==> src/rtl/ser_irq_pkg.sv <==
/*
  Shared constants for the dual-channel serial interrupt and status block:
  register pointers, command codes, field positions and vector codes.
  Assumes a byte-wide host bus and channel index 0 = first, 1 = second.
*/
package ser_irq_pkg;
  // ------------------------------------------------------------------
  // Channels and widths
  // ------------------------------------------------------------------
  localparam int          NUM_CH  = 2;
  localparam int          CH_A    = 0;
  localparam int          CH_B    = 1;
  localparam int          PTR_W   = 3;
  localparam int          IDX_W   = 2;
  localparam logic [7:0]  RST_BYTE = 8'h00;
  localparam logic [2:0]  RST_PINS = 3'h0;

  // ------------------------------------------------------------------
  // Register pointers (written into the command register)
  // ------------------------------------------------------------------
  localparam logic [PTR_W-1:0] REG_CMD = 3'h0;  // Command / line status
  localparam logic [PTR_W-1:0] REG_CFG = 3'h1;  // Interrupt config / receive error
  localparam logic [PTR_W-1:0] REG_VEC = 3'h2;  // Vector base / vector readback

  // ------------------------------------------------------------------
  // Command field of the command register
  // ------------------------------------------------------------------
  localparam int         CMD_MSB      = 5;
  localparam int         CMD_LSB      = 3;
  localparam logic [2:0] CMD_RST_EXT  = 3'h2;
  localparam logic [2:0] CMD_CHAN_RST = 3'h3;
  localparam logic [2:0] CMD_RST_TXP  = 3'h5;
  localparam logic [2:0] CMD_ERR_RST  = 3'h6;

  // ------------------------------------------------------------------
  // Interrupt configuration fields
  // ------------------------------------------------------------------
  localparam int         CFG_EXT_EN    = 0;
  localparam int         CFG_TX_EN     = 1;
  localparam int         CFG_SAV       = 2;
  localparam int         CFG_RXM_LSB   = 3;
  localparam int         CFG_RXM_MSB   = 4;
  localparam logic [1:0] RXM_OFF       = 2'h0;
  localparam logic [1:0] RXM_PAR_QUIET = 2'h3;  // Parity latched only

  // ------------------------------------------------------------------
  // Status register bit positions
  // ------------------------------------------------------------------
  localparam int LS_RXAV = 0;
  localparam int LS_TXE  = 2;
  localparam int LS_DCD  = 3;
  localparam int LS_CTS  = 5;
  localparam int LS_BRK  = 7;
  localparam int RE_PAR  = 4;
  localparam int RE_OVR  = 5;
  localparam int RE_FRM  = 6;

  // ------------------------------------------------------------------
  // Vector codes for bits 3..1, per channel and source
  // ------------------------------------------------------------------
  localparam int         VEC_LSB   = 1;
  localparam int         VEC_MSB   = 3;
  localparam logic [2:0] VA_SRX    = 3'h7;
  localparam logic [2:0] VA_RX     = 3'h6;
  localparam logic [2:0] VA_TX     = 3'h4;
  localparam logic [2:0] VA_EXT    = 3'h5;
  localparam logic [2:0] VB_SRX    = 3'h3;
  localparam logic [2:0] VB_RX     = 3'h2;
  localparam logic [2:0] VB_TX     = 3'h0;
  localparam logic [2:0] VB_EXT    = 3'h1;

  // ------------------------------------------------------------------
  // Receive holding buffer
  // ------------------------------------------------------------------
  localparam logic [IDX_W-1:0] RX_FULL = 2'h3;  // Three bytes
  localparam logic [IDX_W-1:0] RX_LAST = 2'h2;  // Highest slot index
  localparam logic [IDX_W-1:0] IDX_ONE = 2'h1;
  localparam logic [IDX_W-1:0] IDX_ZERO = 2'h0;
endpackage : ser_irq_pkg

==> src/rtl/rxq_if.sv <==
/*
  Carrier between the controller and one receive holding buffer.
  Assumes both ends run on the same clock; strobes are one-cycle pulses.
*/
interface rxq_if;
  logic       push;
  logic [7:0] push_data;
  logic       push_frm;
  logic       push_par;
  logic       pop;
  logic       flush;
  logic [7:0] head_data;
  logic       head_frm;
  logic       head_par;
  logic       not_empty;
  logic       overrun;

  modport owner  (output push, push_data, push_frm, push_par, pop, flush,
                  input  head_data, head_frm, head_par, not_empty, overrun);
  modport buffer (input  push, push_data, push_frm, push_par, pop, flush,
                  output head_data, head_frm, head_par, not_empty, overrun);
endinterface : rxq_if

==> src/rtl/rx_hold_buffer.sv <==
/*
  Three-entry receive holding buffer with per-character error tags.
  Pops while empty are ignored; a push into a full buffer with no
  same-cycle pop overwrites the newest entry and pulses overrun.
*/
module rx_hold_buffer (
  // Clock and reset
  input wire logic clock_i,
  input wire logic rstn_i,
  // Owner side
  rxq_if.buffer    q
);
  import ser_irq_pkg::*;

  logic [9:0]       mem_ff [3];
  logic [IDX_W-1:0] rd_ff;
  logic [IDX_W-1:0] wr_ff;
  logic [IDX_W-1:0] cnt_ff;
  logic             ovr_ff;
  logic             full;
  logic             do_pop;

  // Wrap an index over the three slots
  function automatic logic [IDX_W-1:0] step(input logic [IDX_W-1:0] i);
    step = (i == RX_LAST) ? IDX_ZERO : i + IDX_ONE;
  endfunction : step

  function automatic logic [IDX_W-1:0] back(input logic [IDX_W-1:0] i);
    back = (i == IDX_ZERO) ? RX_LAST : i - IDX_ONE;
  endfunction : back

  assign full   = (cnt_ff == RX_FULL);
  assign do_pop = q.pop && (cnt_ff != IDX_ZERO);

  // Storage; when full and not draining, the newest slot is replaced
  always_ff @(posedge clock_i) begin
    if (q.push) begin
      if (full && !do_pop) begin
        mem_ff[back(wr_ff)] <= {q.push_frm, q.push_par, q.push_data};
      end else begin
        mem_ff[wr_ff] <= {q.push_frm, q.push_par, q.push_data};
      end
    end
  end

  // Pointers and occupancy
  always_ff @(posedge clock_i) begin
    if (!rstn_i || q.flush) begin
      rd_ff  <= IDX_ZERO;
      wr_ff  <= IDX_ZERO;
      cnt_ff <= IDX_ZERO;
    end else begin
      if (do_pop) begin
        rd_ff <= step(rd_ff);
      end
      if (q.push && (!full || do_pop)) begin
        wr_ff <= step(wr_ff);
      end
      if (q.push && !full && !do_pop) begin
        cnt_ff <= cnt_ff + IDX_ONE;
      end else if (do_pop && !q.push) begin
        cnt_ff <= cnt_ff - IDX_ONE;
      end
    end
  end

  // Overrun pulse, one cycle after the losing push
  always_ff @(posedge clock_i) begin
    if (!rstn_i) begin
      ovr_ff <= 1'b0;
    end else begin
      ovr_ff <= q.push && full && !do_pop;
    end
  end

  assign q.overrun   = ovr_ff;
  assign q.not_empty = (cnt_ff != IDX_ZERO);
  assign q.head_data = mem_ff[rd_ff][7:0];
  assign q.head_par  = mem_ff[rd_ff][8];
  assign q.head_frm  = mem_ff[rd_ff][9];
endmodule : rx_hold_buffer

==> src/rtl/serial_irq_ctrl.sv <==
/*
  Interrupt vectoring, line status and receive error reporting for a
  dual-channel serial controller, reached over a byte-wide host bus with
  a control/data select. Assumes receivers, transmitters and the host bus
  run on clock_i; carrier detect, clear-to-send and the chain input are
  asynchronous pins and are synchronised here.
*/
module serial_irq_ctrl (
  // Clock and reset
  input  wire logic                   clock_i,
  input  wire logic                   rstn_i,
  // Host bus
  input  wire logic                   bus_cs_i,
  input  wire logic                   bus_cd_i,
  input  wire logic                   bus_chan_b_i,
  input  wire logic                   bus_rd_i,
  input  wire logic                   bus_wr_i,
  input  wire logic [7:0]             bus_wdata_i,
  output logic      [7:0]             bus_rdata_o,
  // Receivers
  input  wire logic [ser_irq_pkg::NUM_CH-1:0] rx_valid_i,
  input  wire logic [7:0]             rx_data_i [ser_irq_pkg::NUM_CH],
  input  wire logic [ser_irq_pkg::NUM_CH-1:0] rx_frame_err_i,
  input  wire logic [ser_irq_pkg::NUM_CH-1:0] rx_parity_err_i,
  input  wire logic [ser_irq_pkg::NUM_CH-1:0] break_detect_i,
  // Transmitters
  input  wire logic [ser_irq_pkg::NUM_CH-1:0] tx_taken_i,
  output logic      [ser_irq_pkg::NUM_CH-1:0] tx_load_o,
  output logic      [7:0]             tx_data_o [ser_irq_pkg::NUM_CH],
  // Modem pins
  input  wire logic [ser_irq_pkg::NUM_CH-1:0] carrier_detect_status_i,
  input  wire logic [ser_irq_pkg::NUM_CH-1:0] clear_to_send_i,
  // Interrupt and daisy chain
  input  wire logic                   chain_priority_in_i,
  output logic                        chain_priority_out_o,
  output logic                        irq_req_o,
  output logic      [7:0]             vector_o
);
  import ser_irq_pkg::*;

  // ------------------------------------------------------------------
  // Per-channel state, each element driven by its own channel block, then shared vector and chain state
  // ------------------------------------------------------------------
  logic [PTR_W-1:0] ptr_ff     [NUM_CH];
  logic [7:0]       cfg_ff     [NUM_CH];
  logic [2:0]       snap_ff    [NUM_CH];
  logic [7:0]       rd_byte    [NUM_CH];
  logic [7:0]       head_byte  [NUM_CH];
  logic [3:0]       req        [NUM_CH];  // srx, rx, tx, ext
  logic [NUM_CH-1:0] vec_wr;
  logic [7:0]       vec_base_ff;
  logic [7:0]       mod_vec;
  logic [3:0]       pick;                 // any, code
  logic             chain_s1_ff;
  logic             chain_s2_ff;

  // Fixed-priority encoder over the eight sources
  function automatic logic [3:0] prio(input logic [3:0] a, input logic [3:0] b);
    if (a[3])      prio = {1'b1, VA_SRX};
    else if (a[2]) prio = {1'b1, VA_RX};
    else if (a[1]) prio = {1'b1, VA_TX};
    else if (a[0]) prio = {1'b1, VA_EXT};
    else if (b[3]) prio = {1'b1, VB_SRX};
    else if (b[2]) prio = {1'b1, VB_RX};
    else if (b[1]) prio = {1'b1, VB_TX};
    else if (b[0]) prio = {1'b1, VB_EXT};
    else           prio = {1'b0, VB_TX};
  endfunction : prio

  for (genvar c = 0; c < NUM_CH; c++) begin : g_ch
    localparam logic CH_BIT = 1'(c);

    logic       sel;
    logic       ctl_wr;
    logic       ctl_rd;
    logic       dat_wr;
    logic       dat_rd;
    logic       cmd_wr;
    logic [2:0] cmd;
    logic       chan_rst;
    logic       rst_ext;
    logic       err_rst;
    logic       txp_rst;
    logic [1:0] rx_mode;
    logic       special;
    logic [2:0] cur;
    logic [1:0] dcd_s1_ff;
    logic [1:0] cts_s1_ff;
    logic       dcd_s2_ff;
    logic       cts_s2_ff;
    logic       ext_pend_ff;
    logic       tx_full_ff;
    logic       tx_pend_ff;
    logic       ovr_ff;
    logic       par_ff;
    logic       load_ff;
    logic [7:0] txd_ff;
    logic [7:0] line_status;
    logic [7:0] receive_error_status;

    rxq_if rxq ();

    rx_hold_buffer u_rxbuf (
      .clock_i (clock_i),
      .rstn_i  (rstn_i),
      .q       (rxq.buffer)
    );

    // ----------------------------------------------------------------
    // Bus decode for this channel
    // ----------------------------------------------------------------
    assign sel      = bus_cs_i && (bus_chan_b_i == CH_BIT);
    assign ctl_wr   = sel && bus_wr_i && bus_cd_i;
    assign ctl_rd   = sel && bus_rd_i && bus_cd_i;
    assign dat_wr   = sel && bus_wr_i && !bus_cd_i;
    assign dat_rd   = sel && bus_rd_i && !bus_cd_i;
    assign cmd_wr   = ctl_wr && (ptr_ff[c] == REG_CMD);
    assign cmd      = bus_wdata_i[CMD_MSB:CMD_LSB];
    assign chan_rst = cmd_wr && (cmd == CMD_CHAN_RST);
    assign rst_ext  = cmd_wr && (cmd == CMD_RST_EXT);
    assign err_rst  = cmd_wr && (cmd == CMD_ERR_RST);
    assign txp_rst  = cmd_wr && (cmd == CMD_RST_TXP);
    assign vec_wr[c] = ctl_wr && (ptr_ff[c] == REG_VEC);

    // Pointer: set by a command-register write, back to default after use
    always_ff @(posedge clock_i) begin
      if (!rstn_i) begin
        ptr_ff[c] <= REG_CMD;
      end else if (cmd_wr) begin
        ptr_ff[c] <= bus_wdata_i[PTR_W-1:0];
      end else if (ctl_wr || ctl_rd) begin
        ptr_ff[c] <= REG_CMD;
      end
    end

    // Interrupt configuration; zero at reset so nothing can interrupt
    always_ff @(posedge clock_i) begin
      if (!rstn_i || chan_rst) begin
        cfg_ff[c] <= RST_BYTE;
      end else if (ctl_wr && (ptr_ff[c] == REG_CFG)) begin
        cfg_ff[c] <= bus_wdata_i;
      end
    end

    // Three-stage synchronisers for the modem pins
    always_ff @(posedge clock_i) begin
      if (!rstn_i) begin
        dcd_s1_ff <= 2'h0;
        cts_s1_ff <= 2'h0;
        dcd_s2_ff <= 1'b0;
        cts_s2_ff <= 1'b0;
      end else begin
        dcd_s1_ff <= {dcd_s1_ff[0], carrier_detect_status_i[c]};
        cts_s1_ff <= {cts_s1_ff[0], clear_to_send_i[c]};
        dcd_s2_ff <= dcd_s1_ff[1];
        cts_s2_ff <= cts_s1_ff[1];
      end
    end

    // External/status: the snapshot freezes on a change until rearmed.
    // A change during a channel reset, or an external reset that rearms, is absorbed into the new snapshot.
    assign cur = {break_detect_i[c], cts_s2_ff, dcd_s2_ff};
    always_ff @(posedge clock_i) begin
      if (!rstn_i) begin
        snap_ff[c]  <= RST_PINS;
        ext_pend_ff <= 1'b0;
      end else begin
        if (!ext_pend_ff || rst_ext || chan_rst) begin
          snap_ff[c] <= cur;
        end
        if (chan_rst || (ext_pend_ff && rst_ext)) begin
          ext_pend_ff <= 1'b0;
        end else if (!ext_pend_ff && (cur != snap_ff[c])) begin
          ext_pend_ff <= 1'b1;
        end
      end
    end

    // Transmit buffer and its pending flag; a data write wins over a same-cycle take
    always_ff @(posedge clock_i) begin
      if (!rstn_i || chan_rst) begin
        tx_full_ff <= 1'b0;
        tx_pend_ff <= 1'b0;
      end else begin
        if (dat_wr) begin
          tx_full_ff <= 1'b1;
        end else if (tx_taken_i[c]) begin
          tx_full_ff <= 1'b0;
        end
        if (tx_taken_i[c] && tx_full_ff && !dat_wr) begin
          tx_pend_ff <= 1'b1;
        end else if (txp_rst || dat_wr) begin
          tx_pend_ff <= 1'b0;
        end
      end
    end

    // Transmit handoff, registered
    always_ff @(posedge clock_i) begin
      if (!rstn_i) begin
        load_ff <= 1'b0;
        txd_ff  <= RST_BYTE;
      end else begin
        load_ff <= dat_wr;
        if (dat_wr) begin
          txd_ff <= bus_wdata_i;
        end
      end
    end

    // Latched error flags; a new error beats a same-cycle error reset
    always_ff @(posedge clock_i) begin
      if (!rstn_i) begin
        ovr_ff <= 1'b0;
        par_ff <= 1'b0;
      end else begin
        if (rxq.overrun) begin
          ovr_ff <= 1'b1;
        end else if (err_rst || chan_rst) begin
          ovr_ff <= 1'b0;
        end
        if (rx_valid_i[c] && rx_parity_err_i[c]) begin
          par_ff <= 1'b1;
        end else if (err_rst || chan_rst) begin
          par_ff <= 1'b0;
        end
      end
    end

    // Receive buffer hookup; data reads pop regardless of error state
    assign rxq.push      = rx_valid_i[c];
    assign rxq.push_data = rx_data_i[c];
    assign rxq.push_frm  = rx_frame_err_i[c];
    assign rxq.push_par  = rx_parity_err_i[c];
    assign rxq.pop       = dat_rd;
    assign rxq.flush     = chan_rst;
    assign head_byte[c]  = rxq.head_data;

    // Status bytes
    always_comb begin
      line_status          = RST_BYTE;
      line_status[LS_RXAV] = rxq.not_empty;
      line_status[LS_TXE]  = !tx_full_ff;
      line_status[LS_DCD]  = snap_ff[c][0];
      line_status[LS_CTS]  = snap_ff[c][1];
      line_status[LS_BRK]  = snap_ff[c][2];
      receive_error_status         = RST_BYTE;
      receive_error_status[RE_PAR] = par_ff;
      receive_error_status[RE_OVR] = ovr_ff;
      receive_error_status[RE_FRM] = rxq.not_empty && rxq.head_frm;
    end

    // Control read mux by pointer
    always_comb begin
      if (ptr_ff[c] == REG_CMD) begin
        rd_byte[c] = line_status;
      end else if (ptr_ff[c] == REG_CFG) begin
        rd_byte[c] = receive_error_status;
      end else if (ptr_ff[c] == REG_VEC) begin
        rd_byte[c] = mod_vec;
      end else begin
        rd_byte[c] = RST_BYTE;
      end
    end

    // Source requests; special and plain receive are exclusive
    assign rx_mode = cfg_ff[c][CFG_RXM_MSB:CFG_RXM_LSB];
    assign special = rxq.head_frm || ovr_ff ||
                     (par_ff && (rx_mode != RXM_PAR_QUIET));
    assign req[c] = {rxq.not_empty && (rx_mode != RXM_OFF) && special,
                     rxq.not_empty && (rx_mode != RXM_OFF) && !special,
                     tx_pend_ff && cfg_ff[c][CFG_TX_EN],
                     ext_pend_ff && cfg_ff[c][CFG_EXT_EN]};

    assign tx_load_o[c] = load_ff;
    assign tx_data_o[c] = txd_ff;
  end

  // ------------------------------------------------------------------
  // Vector register, second channel only
  // ------------------------------------------------------------------
  always_ff @(posedge clock_i) begin
    if (!rstn_i) begin
      vec_base_ff <= RST_BYTE;
    end else if (vec_wr[CH_B]) begin
      vec_base_ff <= bus_wdata_i;
    end
  end

  // Source code replaces bits 3..1 only; the rest pass through
  assign pick = prio(req[CH_A], req[CH_B]);
  always_comb begin
    mod_vec = vec_base_ff;
    if (cfg_ff[CH_B][CFG_SAV] && pick[3]) begin
      mod_vec[VEC_MSB:VEC_LSB] = pick[2:0];
    end
  end

  // ------------------------------------------------------------------
  // Host read data, registered one cycle after the strobe
  // ------------------------------------------------------------------
  always_ff @(posedge clock_i) begin
    if (!rstn_i) begin
      bus_rdata_o <= RST_BYTE;
    end else if (bus_cs_i && bus_rd_i) begin
      if (bus_cd_i) begin
        bus_rdata_o <= bus_chan_b_i ? rd_byte[CH_B] : rd_byte[CH_A];
      end else begin
        bus_rdata_o <= bus_chan_b_i ? head_byte[CH_B] : head_byte[CH_A];
      end
    end
  end

  // ------------------------------------------------------------------
  // Daisy chain and interrupt request; chain input is asynchronous
  // ------------------------------------------------------------------
  always_ff @(posedge clock_i) begin
    if (!rstn_i) begin
      chain_s1_ff          <= 1'b0;
      chain_s2_ff          <= 1'b0;
      irq_req_o            <= 1'b0;
      chain_priority_out_o <= 1'b0;
      vector_o             <= RST_BYTE;
    end else begin
      chain_s1_ff          <= chain_priority_in_i;
      chain_s2_ff          <= chain_s1_ff;
      irq_req_o            <= chain_s2_ff && pick[3];
      chain_priority_out_o <= chain_s2_ff && !pick[3];
      vector_o             <= mod_vec;
    end
  end
endmodule : serial_irq_ctrl

==> config.mk <==
export PLATFORM = sky130hd
export DESIGN_NAME = serial_irq_ctrl
export DESIGN_NICKNAME = d
export VERILOG_FILES = /design/src/rtl/ser_irq_pkg.sv /design/src/rtl/rxq_if.sv /design/src/rtl/rx_hold_buffer.sv /design/src/rtl/serial_irq_ctrl.sv
export SDC_FILE = /design/constraint.sdc
export NUM_CORES = 1
export LEC_CHECK = 0
export BUFFER_PORTS_ARGS = -buffer_cell sky130_fd_sc_hd__buf_2
export CELL_PAD_IN_SITES_DETAIL_PLACEMENT = 2
export CELL_PAD_IN_SITES_GLOBAL_PLACEMENT = 2
export CORE_MARGIN = 2
export CORE_UTILIZATION = 25
export DETAILED_ROUTE_END_ITERATION = 8
export HOLD_SLACK_MARGIN = 0.1
export PLACE_DENSITY_LB_ADDON = 0.1
export SYNTH_ARGS = -nofsm -noshare
export SYNTH_HDL_FRONTEND = slang
export SYNTH_SLANG_ARGS = --single-unit
==> constraint.sdc <==
create_clock -name clock_i -period 3.5 [get_ports clock_i]
set_clock_uncertainty 0.2 [all_clocks]
set_input_delay 0.525 -clock clock_i [delete_from_list [all_inputs] [get_ports clock_i]]
set_output_delay 0.525 -clock clock_i [all_outputs]
set_load 0.01 [all_outputs]
==> results.md, run 1 <==
- Outcome: complete, no violations
- Hold Path Stages: 1
- Worst EP arrival: 2.33 ns
- Post-CTS Hold Buffers: 18
- DRT Pass-1 Iters: 4
- Ports: 82
- Post-DP HPWL: 15,500 um
- Cell Rows: 59
- Syn Area/Cell: 11.0 sq um
- Initial antenna violation count: 0
- Final RePlAce weighted congestion: 0.759
- DRC errors left: 0
- Area contributors post-synth: edfxtp_1 (34%), dfxtp_1 (26%), mux2i_1 (4.8%)
- CTS Buf Count: 17
- Vias per Instance: 4.68
- Min Tclk post-route: 2.45 ns
- Starting DRT DRC Count: 232
- Seq/Total Area, Yosys: 59.2%
- Critical Path Sink Type: flop
- P_int: 3.22 mW
- Largest net degree at the start of global routing: 38
- Antenna viol nets, final: 0
- Clock Path Buffers: 2
- Max Clk Rate: 409 MHz
- DIE WIDTH: 168 um
- WL final: 20,800 um
- Sequential power share: 48.9%
- Share of layout cells above drive strength 1: 18.5%
- Final instance area: 8170 sq um
- CTS tree: yes
- Worst skew pair latency: 0.44 ns
- GRT Total Usage: 15.5%
- Worst min path class: in -> reg
- Switching share of power: 25.7%
- Worst vdd ir: 0.259 mV
- H-tree Lvls: 4
- Slew Viols, Final: 0
- Synth top area share: 33.5%
- Area Growth Syn to Fin: 21.7%
- WS Path Type: reg -> reg
- First-pass GRT wire length: 32,600 um
- Final setup fails: 0
- Vias in the first global route: 5,416
- Chip Height: 168 um
- Syn Nets: 663
- Setup TNS: 0 ns
- Flop2flop setup slack: 1.05 ns
- Port-buffer cells: 81
- DP Area: 7410 sq um
- Syn Inst Count: 611
- FF+latch count, synth: 161
- Cell Pwr Density: 531 nW/um^2
- Grt ovf: 0
- Actual slew at the worst max-slew pin: 0.987 ns
- Root buffer cell: clkbuf_16
- Fin. Hold Viols: 0
- RR Endpoint: g_ch[1].u_rxbuf.mem_ff[2][5]
- DR vias: 4,920
- Post-synth EDFFs: 75
- Relative slew slack: 33.9%
- Main flop type after synthesis: dfxtp_1
- P_sw: 1.12 mW
- Post-CTS Resized: 0
- Post-synth cell types: 67
- WL/cell: 19.7 um
- Startpoint Class: flop
- Mapped Area: 6720 sq um
- Crit-path max FO: 9
- Combinational Power Share: 8.0%
- Reg-to-Reg Start: g_ch[1].u_rxbuf.cnt_ff[1]
- Inserted Diodes: 0
- CTS sink cnt: 161
- Core area: 26,200 sq um
- Worst hold endpoint: g_ch[0].u_rxbuf.mem_ff[0][9]
- Worst Min Path Start: rx_frame_err_i[0]
- LEAKAGE: 3.06 nW
- Final core utilization: 31.2%
- Post-CTS Setup Repair Bufs: 0
- Final #Nets: 756
- Yosys warnings: 0
- CTS clk-pin slew, worst paths: 0.07 ns
- Max-cap violations: 0
- R2R cell count: 5
- Worst Path Required: 3.38 ns
- Clk pwr share: 43.2%
- Die area: 28,200 sq um
- Ys async rst share: 0%
- Initial Utilization: 25.6%
- Post-synth top area cell: edfxtp_1
- RSZ-0062 raised after global routing: false
- Fin crit share: 69.9%
## routing by layer
metal	share of wire [%]	track usage (%)	wire, um	up-vias
met4	1.2	4.20	239	0
met2	49	26.6	10300	70
met5	0	0	0	-
li1	-	-	-	2376
met3	3.2	2.61	667	20
met1	46	20.1	9610	2454
## critical path: stages (launching register included)
cell and delay, ns:
dfxtp_1 0.39, nor2_1 0.36, nor3_4 0.11, o21ai_2 0.35, nor3b_1 0.25, o21a_1 0.43
## state kept, by name, indices dropped and copies added, names as in the netlist, 6 cells and up, named ones only
signal	flops
vec_base_ff	8
g_ch.u_rxbuf.mem_ff	54
vector_o	8
g_ch.txd_ff	16
snap_ff	6
cfg_ff	9
bus_rdata_o	8
ptr_ff	6
## stage by stage
step	hold WS, ns	worst slack (ns)	std cells	power [mW]
final	0.109	1.05	1052	4.34
after global routing	0.105	0.831	1052	4.54
after CTS	0.101	0.977	1052	4.42
after detailed placement	0.229	0.652	1002	2.50
after global placement	0.230	0.785	1002	2.49
after floorplan	0.212	1.27	611	2.34
## how the worst max path moves through the flow
| stage | from | endpoint | slack, ns | cells after the start |
|---|---|---|---|---|
| after floorplan | bus_cs_i | g_ch[1].u_rxbuf.mem_ff[2][0] | 1.27 | 6 |
| after global placement | bus_chan_b_i | cfg_ff[1][0] | 0.78 | 6 |
| after detailed placement | bus_chan_b_i | g_ch[1].u_rxbuf.mem_ff[0][5] | 0.65 | 6 |
| after CTS | g_ch[1].u_rxbuf.cnt_ff[1] | g_ch[1].u_rxbuf.mem_ff[2][5] | 0.98 | 5 |
| after global routing | g_ch[1].u_rxbuf.cnt_ff[1] | g_ch[1].u_rxbuf.mem_ff[2][5] | 0.83 | 5 |
| final | g_ch[1].u_rxbuf.cnt_ff[1] | g_ch[1].u_rxbuf.mem_ff[2][5] | 1.05 | 5 |
## cells in the mapped netlist, drive strengths merged (2+ instances only)
| master | count |
|---|---|
| a22o | 2 |
| nor3 | 16 |
| o21ai | 34 |
| o21a | 6 |
| nand2b | 5 |
| nand4 | 3 |
| nor3b | 2 |
| nand3 | 16 |
| nand2 | 77 |
| nor4 | 2 |
| a221o | 2 |
| ha | 6 |
| nor2 | 46 |
| a21oi | 34 |
| and3b | 3 |
| clkbuf | 15 |
| inv | 14 |
| and3 | 19 |
| a22oi | 7 |
| o22ai | 2 |
| mux2i | 32 |
| buf | 11 |
| o211ai | 9 |
| nor2b | 9 |
| and2 | 32 |
| xor2 | 4 |
| dfxtp | 86 |
| xnor2 | 3 |
| mux2 | 2 |
| o31ai | 3 |
| a21boi | 4 |
| nand3b | 3 |
| a31oi | 2 |
| a21o | 3 |
| a221oi | 2 |
| edfxtp | 75 |
| a211oi | 6 |
## logic make-up (layout without fill, tap and decap cells)
kind of cell | Yosys count | after routing | share of synthesized area, %
AND/OR/NAND/NOR | 237 | 237 | 18.2
AO/OA/AOI/OAI | 125 | 125 | 12.3
buffers and inverters | 40 | 146 | 2.78
flip-flops | 161 | 161 | 59.2
adder cells (fa/ha/maj) | 6 | 6 | 1.12
XOR/XNOR | 7 | 7 | 0.913
multiplexers | 35 | 35 | 5.44
## power by group through the flow
| stage | Combinational, mW | Clock [mW] | Sequential (mW) |
|---|---|---|---|
| after floorplan | 0.202 | 0 | 2.14 |
| after global placement | 0.328 | 0 | 2.16 |
| after detailed placement | 0.339 | 0 | 2.16 |
| after CTS | 0.356 | 1.94 | 2.12 |
| after global routing | 0.390 | 2.02 | 2.13 |
| final | 0.346 | 1.87 | 2.12 |
## cell usage in the layout (no fill, tap or decap), types with 3 or more instances in the layout
| cell type | synthesis | final |
|---|---|---|
| a211oi_1 | 5 | 5 |
| a21o_1 | 3 | 3 |
| a21oi_1 | 34 | 34 |
| a22oi_1 | 6 | 6 |
| and2_1 | 32 | 32 |
| and3_1 | 19 | 19 |
| and3b_1 | 3 | 3 |
| buf_2 | 5 | 81 |
| clkbuf_16 | 0 | 18 |
| clkinv_4 | 0 | 3 |
| dfxtp_1 | 86 | 86 |
| dlygate4sd3_1 | 0 | 18 |
| edfxtp_1 | 75 | 75 |
| ha_1 | 6 | 6 |
| inv_1 | 13 | 13 |
| inv_6 | 0 | 5 |
| mux2i_1 | 32 | 32 |
| nand2_1 | 76 | 76 |
| nand2b_1 | 5 | 5 |
| nand3_1 | 16 | 16 |
| nand4_1 | 3 | 3 |
| nor2_1 | 46 | 46 |
| nor2b_1 | 7 | 7 |
| nor3_1 | 13 | 13 |
| o211ai_1 | 9 | 9 |
| o21a_1 | 6 | 6 |
| o21ai_0 | 31 | 31 |
| o21ai_2 | 3 | 3 |
| o31ai_1 | 3 | 3 |
| xnor2_1 | 3 | 3 |
| xor2_1 | 4 | 4 |
## final cells by class
cell class	count	area, sq um
Clock buffer	19	454
Clock inverter	13	124
Fill cell	2821	18000
Inverter	14	52.6
Multi-Input combinational cell	410	2550
Sequential cell	161	3970
Tap cell	335	419
Timing Repair Buffer	100	593
(Power assumes the default switching activity.)
==> inputs of run 2 (changes only) <==
--- a/config.mk
+++ b/config.mk
@@ -5,6 +5,7 @@
 export SDC_FILE = /design/constraint.sdc
 export NUM_CORES = 1
 export LEC_CHECK = 0
+export ABC_AREA = 1
 export BUFFER_PORTS_ARGS = -buffer_cell sky130_fd_sc_hd__buf_2
 export CELL_PAD_IN_SITES_DETAIL_PLACEMENT = 2
 export CELL_PAD_IN_SITES_GLOBAL_PLACEMENT = 2
==> constraint.sdc (replaced) <==
create_clock -name clock_i -period 2.04 [get_ports clock_i]
set_clock_uncertainty 0.2 [all_clocks]
set_input_delay 0.306 -clock clock_i [delete_from_list [all_inputs] [get_ports clock_i]]
set_output_delay 0.306 -clock clock_i [all_outputs]
set_load 0.01 [all_outputs]
==> run 2 against run 1 <==
  * Synthesized cell count up 17%
  * Count of clock-buffer cells in the layout fell by 2
  * Sequential power up 73%
  * Cell count increased by 18%
  * Critical path depth rose by 2
  * Routed wire length up 8.1%
  * Global-route usage increased by 1.3 points
  * Total power grew 80%
  * Via count is 13% higher
  * Core utilization up 2.6 points
==> results.md, run 2 <==
- Outcome: complete, no violations
- Cell Pwr Density: 893 nW/um^2 (+68%)
- Post-synth top area cell: edfxtp_1
- Ports: 82 (unchanged)
- Worst EP arrival: 1.82 ns (-0.51 ns)
- Vias in the first global route: 6,230 (+15%)
- Final #Nets: 941 (+24%)
- Main flop type after synthesis: dfxtp_1
- Worst vdd ir: 0.326 mV (+26%)
- Commonest cells after routing, fill and taps aside: nand2_1 (156), dfxtp_1 (83), buf_2 (81)
- Mapped Area: 6590 sq um (-1.9%)
- Port-buffer cells: 81 (unchanged)
- Critical Path Sink Type: flop
- Area contributors post-synth: edfxtp_1 (34%), dfxtp_1 (26%), nand2_1 (9.2%)
- LEAKAGE: 3.79 nW (+24%)
- Startpoint Class: flop
- Setup TNS: 0 ns (unchanged)
- Max Clk Rate: 515 MHz (+26%)
- Final RePlAce weighted congestion: 0.776 (+2.3%)
- WL final: 22,500 um (+8.1%)
- Syn Inst Count: 714 (+17%)
- Relative slew slack: 58.9% (+25 points)
- Post-Place Cells: 1,169 (+17%)
- Crit path from: ptr_ff[0][2]
- Crit-path max FO: 4 (-5)
- CTS clk-pin slew, worst paths: 0.07 ns (about the same)
- Slew Viols, Final: 0 (unchanged)
- Ys async rst share: 0% (unchanged)
- Post-synth EDFFs: 75 (unchanged)
- Post-synth cell types: 46 (-31%)
- Max reg flops: 54 (unchanged)
- Fin. Hold Viols: 0 (unchanged)
- H-tree Lvls: 4 (unchanged)
- Worst skew pair latency: 0.44 ns (about the same)
- Flop2flop setup slack: 0.1 ns (-0.95 ns)
- Starting DRT DRC Count: 234 (+0.86%)
- Hold slack: 0.115 ns (+0.00593 ns)
- Yosys warnings: 0 (unchanged)
- Top Registers: g_ch.u_rxbuf.mem_ff (54), g_ch.txd_ff (16), cfg_ff (9)
- Final setup margin: 0.0987 ns (-0.954 ns)
- Register bank with the most flops: g_ch.u_rxbuf.mem_ff
- Core area: 26,000 sq um (-0.85%)
- Worst Path Required: 1.91 ns (-1.47 ns)
- Grt ovf: 0 (unchanged)
- First-pass GRT wire length: 35,300 um (+8.0%)
- CTS Buf Count: 17 (unchanged)
- RSZ-0062 raised after global routing: false
- Worst min path class: in -> reg
- DIE WIDTH: 166 um (-0.93%)
- Actual slew at the worst max-slew pin: 0.610 ns (-0.377 ns)
- Root buffer cell: clkbuf_16
- Initial Utilization: 25.4% (-0.27 points)
- Die area: 27,700 sq um (-1.9%)
- R2R cell count: 7 (+2)
- Commonest non-fill, non-tap cell in the layout: nand2_1
- Area Growth Syn to Fin: 33.1%
- Fin crit share: 95.2% (+25 points)
- Seq/Total Area, Yosys: 60.3% (+1.1 points)
- Post-CTS Setup Repair Bufs: 0 (unchanged)
- Top cells by count, synth: nand2_1 (161), dfxtp_1 (86), edfxtp_1 (75)
- DR vias: 5,584 (+13%)
- Post-DP HPWL: 17,100 um (+9.9%)
- Pre-CTS setup slack: -0.182 ns (-0.834 ns)
- Share of layout cells above drive strength 1: 24.5% (+6.0 points)
- Max-cap violations: 0 (unchanged)
- Syn Nets: 766 (+16%)
- Clock Path Buffers: 2 (unchanged)
- WL/cell: 18.1 um (-8.2%)
- Antenna viol nets, final: 0 (unchanged)
- GRT Total Usage: 16.8% (+1.3 points)
- Setup crit end: cfg_ff[0][0]
- Final setup fails: 0 (unchanged)
- Most common cell in the netlist: nand2_1
- Syn Area/Cell: 9.23 sq um (-16%)
- Largest net degree at the start of global routing: 31 (-18%)
- Vias per Instance: 4.51 (-3.6%)
- Fin cells: 1,238 (+18%)
- Synth top area share: 34.2% (+0.65 points)
- DRT Pass-1 Iters: 4 (unchanged)
- WS Path Type: reg -> reg
- Reg-to-Reg Start: ptr_ff[0][2]
- DRC errors left: 0 (unchanged)
- Cell Rows: 59 (unchanged)
- RR Endpoint: cfg_ff[0][0]
- Initial antenna violation count: 1 (+1)
- Chip Height: 166 um (-0.93%)
- Min Tclk post-route: 1.94 ns (-0.506 ns)
- FF+latch count, synth: 161 (unchanged)
- CTS tree: yes
- CTS sink cnt: 161 (unchanged)
run 2: changes by cell type in the layout (fill, tap and decap cells not counted), sizes merged, moves of 19 or more:
cell,previous run,this run
nand3,16,44
mux2i,32,0
inv,21,89
nor2,46,67
and2,32,0
nand2,77,166
buf,82,143
and3,19,0
a21oi,34,54
run 2: how the worst min path moves through the flow:
stage / from / to / slack [ns] / depth (start not counted)
CTS: bus_wdata_i[0] / g_ch[1].txd_ff[0] / 0.11 / 3
global placement: g_ch[1].dcd_s1_ff[0] / g_ch[1].dcd_s1_ff[1] / 0.19 / 2
detailed placement: g_ch[0].dcd_s1_ff[0] / g_ch[0].dcd_s1_ff[1] / 0.21 / 2
global route: bus_wdata_i[0] / g_ch[1].txd_ff[0] / 0.12 / 3
finish: bus_wdata_i[0] / g_ch[1].txd_ff[0] / 0.12 / 3
floorplan: chain_s1_ff / chain_s2_ff / 0.19 / 2
run 2: worst max-delay path, cell delays in order (launching register included):
cell	delay, ns
edfxtp_1	0.43
nor2_2	0.16
nand2_1	0.13
nor2_2	0.14
inv_1	0.06
nor2_1	0.12
nor2_2	0.09
o21ai_0	0.25
run 2: stage by stage:
stage	util [%]	power, mW	instance area, sq um
floorplan	-	4.16	6600
global placement	30.0	4.59	7790
detailed placement	30.0	4.63	7790
CTS	33.6	7.96	8720
global route	33.7	8.19	8760
finish	33.7	7.82	8770
run 2: kinds of logic (layout without fill, tap and decap cells):
group                      count (synthesis)  count (layout)  synth area share (%)
other                                      0               1                     0
and+or+nand+nor                          297             297                  19.3
buffers and inverters                    107             295                  6.69
xor gates and xnor gates                   3               3                 0.399
AOI/OAI and AO/OA                        140             140                  12.1
DFF                                      161             161                  60.3
adders and majority gates                  6               6                  1.14
run 2: timing repair:
action / in CTS / in global routing
gates resized for setup: 0 / 16
hold buffers: 36 / 0
hold endpoints to repair: 78 / 0
setup endpoints to repair: 0 / 22
run 2: layer usage:
layer	global-route usage, %	up-vias	wire (um)
met4	4.80	0	291
met5	0	-	0
met1	20.1	2732	9740
met2	30.6	100	11600
met3	3.34	23	845
li1	-	2729	-
run 2: report_power, final:
part	leakage [nW]	internal, mW	switching (mW)
Combinational	2.08	0.377	0.561
Clock	0.280	1.72	1.49
Sequential	1.42	3.57	0.102
run 2: final cells by class:
| type | count | area [sq um] |
|---|---|---|
| diodes | 1 | 2.50 |
| clock buffers | 17 | 425 |
| clock inverters | 15 | 146 |
| fillers | 2928 | 17200 |
| inverters | 84 | 320 |
| multi-input cells | 446 | 2210 |
| flip-flops and latches | 161 | 3980 |
| well taps | 335 | 419 |
| repair buffers | 179 | 1260 |
==> inputs of run 3 (changes only) <==
--- a/config.mk
+++ b/config.mk
@@ -13,7 +13,7 @@
 export CORE_UTILIZATION = 25
 export DETAILED_ROUTE_END_ITERATION = 8
 export HOLD_SLACK_MARGIN = 0.1
-export PLACE_DENSITY_LB_ADDON = 0.1
+export PLACE_DENSITY = 0.67
 export SYNTH_ARGS = -nofsm -noshare
 export SYNTH_HDL_FRONTEND = slang
 export SYNTH_SLANG_ARGS = --single-unit
==> run 3 against run 2 <==
  * Sequential power about the same
  * Largest cell class unchanged
  * Largest power group unchanged
  * Clock power increased by 1%
  * Via count shrank 1.5%
==> results.md, run 3 (synthesis gave the netlist of run 2 again) <==
- Relative slew slack: 62.4% (+3.5 points)
- Root buffer cell: clkbuf_16
- Final #Nets: 932 (-0.96%)
- Share of layout cells above drive strength 1: 23.3% (-1.2 points)
- LEAKAGE: 3.78 nW (-0.14%)
- DR vias: 5,503 (-1.5%)
- Worst Path Required: 1.97 ns (+0.06 ns)
- Commonest cells after routing, fill and taps aside: nand2_1 (158), dfxtp_1 (85), buf_2 (81)
- Max reg flops: 54 (unchanged)
- Initial Utilization: 25.4% (unchanged)
- Grt ovf: 0 (unchanged)
- DP Area: 7730 sq um (-0.77%)
- Ports: 82 (unchanged)
- Area Growth Syn to Fin: 33.2% (about the same)
- First-pass GRT wire length: 32,900 um (-6.8%)
- WL/cell: 17.2 um (-5.3%)
- Crit path from: rx_valid_i[1]
- GRT Total Usage: 15.5% (-1.3 points)
- Port-buffer cells: 81 (unchanged)
- Final instance area: 8770 sq um (about the same)
- Worst vdd ir: 0.575 mV (+76%)
- Worst min path class: in -> reg
- Inserted Diodes: 0 (-1)
- Clock Path Buffers: 2 (unchanged)
- Post-DP HPWL: 15,700 um (-8.0%)
- RR Endpoint: bus_rdata_o[1]
- Setup crit end: g_ch[1].u_rxbuf.mem_ff[2][9]
- WL final: 21,100 um (-6.0%)
- Worst skew pair latency: 0.43 ns (about the same)
- CTS sink cnt: 161 (unchanged)
- Chip Height: 166 um (unchanged)
- H-tree Lvls: 4 (unchanged)
- CTS tree: yes
- Max-cap violations: 0 (unchanged)
- Vias in the first global route: 5,860 (-5.9%)
- RSZ-0062 raised after global routing: false
- Fin. Hold Viols: 0 (unchanged)
- Worst EP arrival: 1.87 ns (+0.05 ns)
- Fin cells: 1,228 (-0.81%)
- Final RePlAce weighted congestion: 0.743 (-4.2%)
- Cell Rows: 59 (unchanged)
- Outcome: complete, no violations
- Flop2flop setup slack: 0.11 ns (about the same)
- Starting DRT DRC Count: 292 (+25%)
- R2R cell count: 10 (+3)
- Core area: 26,000 sq um (unchanged)
- CTS Buf Count: 17 (unchanged)
- Top Registers: g_ch.u_rxbuf.mem_ff (54), g_ch.txd_ff (16), cfg_ff (9)
- Vias per Instance: 4.48 (-0.65%)
- DIE WIDTH: 166 um (unchanged)
- FILL cells: 2,939 (+0.38%)
- DRC errors left: 0 (unchanged)
- Initial antenna violation count: 0 (-1)
- Fin crit share: 95.1% (about the same)
- DRT Pass-1 Iters: 4 (unchanged)
- Register bank with the most flops: g_ch.u_rxbuf.mem_ff
- CTS clk-pin slew, worst paths: 0.06 ns (about the same)
- Final setup fails: 0 (unchanged)
- Actual slew at the worst max-slew pin: 0.558 ns (-0.0514 ns)
- Max Clk Rate: 516 MHz (about the same)
- Critical Path Sink Type: flop
- Commonest non-fill, non-tap cell in the layout: nand2_1
- WS Path Type: in -> reg
- Final setup margin: 0.100 ns (+0.00177 ns)
- Die area: 27,700 sq um (unchanged)
- Min Tclk post-route: 1.94 ns (-0.00177 ns)
- Cell Pwr Density: 892 nW/um^2 (about the same)
- Reg-to-Reg Start: cfg_ff[0][3]
- Crit-path max FO: 9 (+5)
- Slew Viols, Final: 0 (unchanged)
- Post-Place Cells: 1,156 (-1.1%)
- Antenna viol nets, final: 0 (unchanged)
- Pre-CTS setup slack: -0.128 ns (+0.0537 ns)
- Startpoint Class: primary input
- Largest net degree at the start of global routing: 49 (+58%)
-- run 3: worst max-delay path, cell delays in order --
cell and delay, ns:
dlygate4sd3_1 0.53, buf_2 0.16, inv_2 0.10, nor2_2 0.06, or2_2 0.27, o21a_1 0.14, nor3_2 0.13, buf_6 0.18
-- run 3: how the worst min path moves through the flow --
stage	cells past startpoint	startpoint	endpoint
3_3_place_gp	2	chain_s1_ff	chain_s2_ff
2_1_floorplan	2	chain_s1_ff	chain_s2_ff
3_5_place_dp	2	g_ch[0].dcd_s1_ff[1]	g_ch[0].dcd_s2_ff
4_1_cts	3	rx_valid_i[0]	g_ch[0].u_rxbuf.q.overrun
5_1_grt	3	bus_wdata_i[0]	g_ch[1].txd_ff[0]
6_report	3	rx_valid_i[0]	g_ch[0].u_rxbuf.q.overrun
-- run 3: power by group --
group | internal [mW] | switching (mW)
combinational | 0.357 | 0.544
sequential | 3.57 | 0.103
clock | 1.89 | 1.36
total | 5.82 | 2.01
-- run 3: per-layer routing --
| layer | vias up | routed length, um | track usage [%] |
|---|---|---|---|
| li1 | 2714 | - | - |
| met1 | 2690 | 9660 | 19.3 |
| met2 | 86 | 10400 | 27.0 |
| met3 | 13 | 779 | 3.46 |
| met4 | 0 | 230 | 4.35 |
| met5 | - | 0 | 0 |
-- run 3: repair_timing --
item,CTS,global route
buffers inserted,0,4
hold buffers,36,0
resized for setup,3,14
pin swaps,0,2
endpoints found under the hold margin,84,0
setup endpoints to repair,3,44
-- run 3: layout make-up --
type | count | area (sq um) | share of cell area [%]
clock inverters | 8 | 58.8 | 0.670
flip-flops and latches | 161 | 3980 | 45.3
clock buffers | 24 | 546 | 6.22
repair buffers | 170 | 1230 | 14.1
well taps | 335 | 419 | 4.78
inverters | 84 | 320 | 3.65
multi-input cells | 446 | 2220 | 25.3
-- run 3: stage by stage --
stage | TNS, ns | total power, mW | util, % | hold WS [ns]
floorplan | -2.35 | 4.16 | - | 0.190
global placement | -1.53 | 4.54 | 29.8 | 0.192
detailed placement | -3.40 | 4.58 | 29.8 | 0.206
CTS | 0 | 7.91 | 33.5 | 0.112
global route | 0 | 8.16 | 33.8 | 0.125
finish | 0 | 7.83 | 33.8 | 0.120
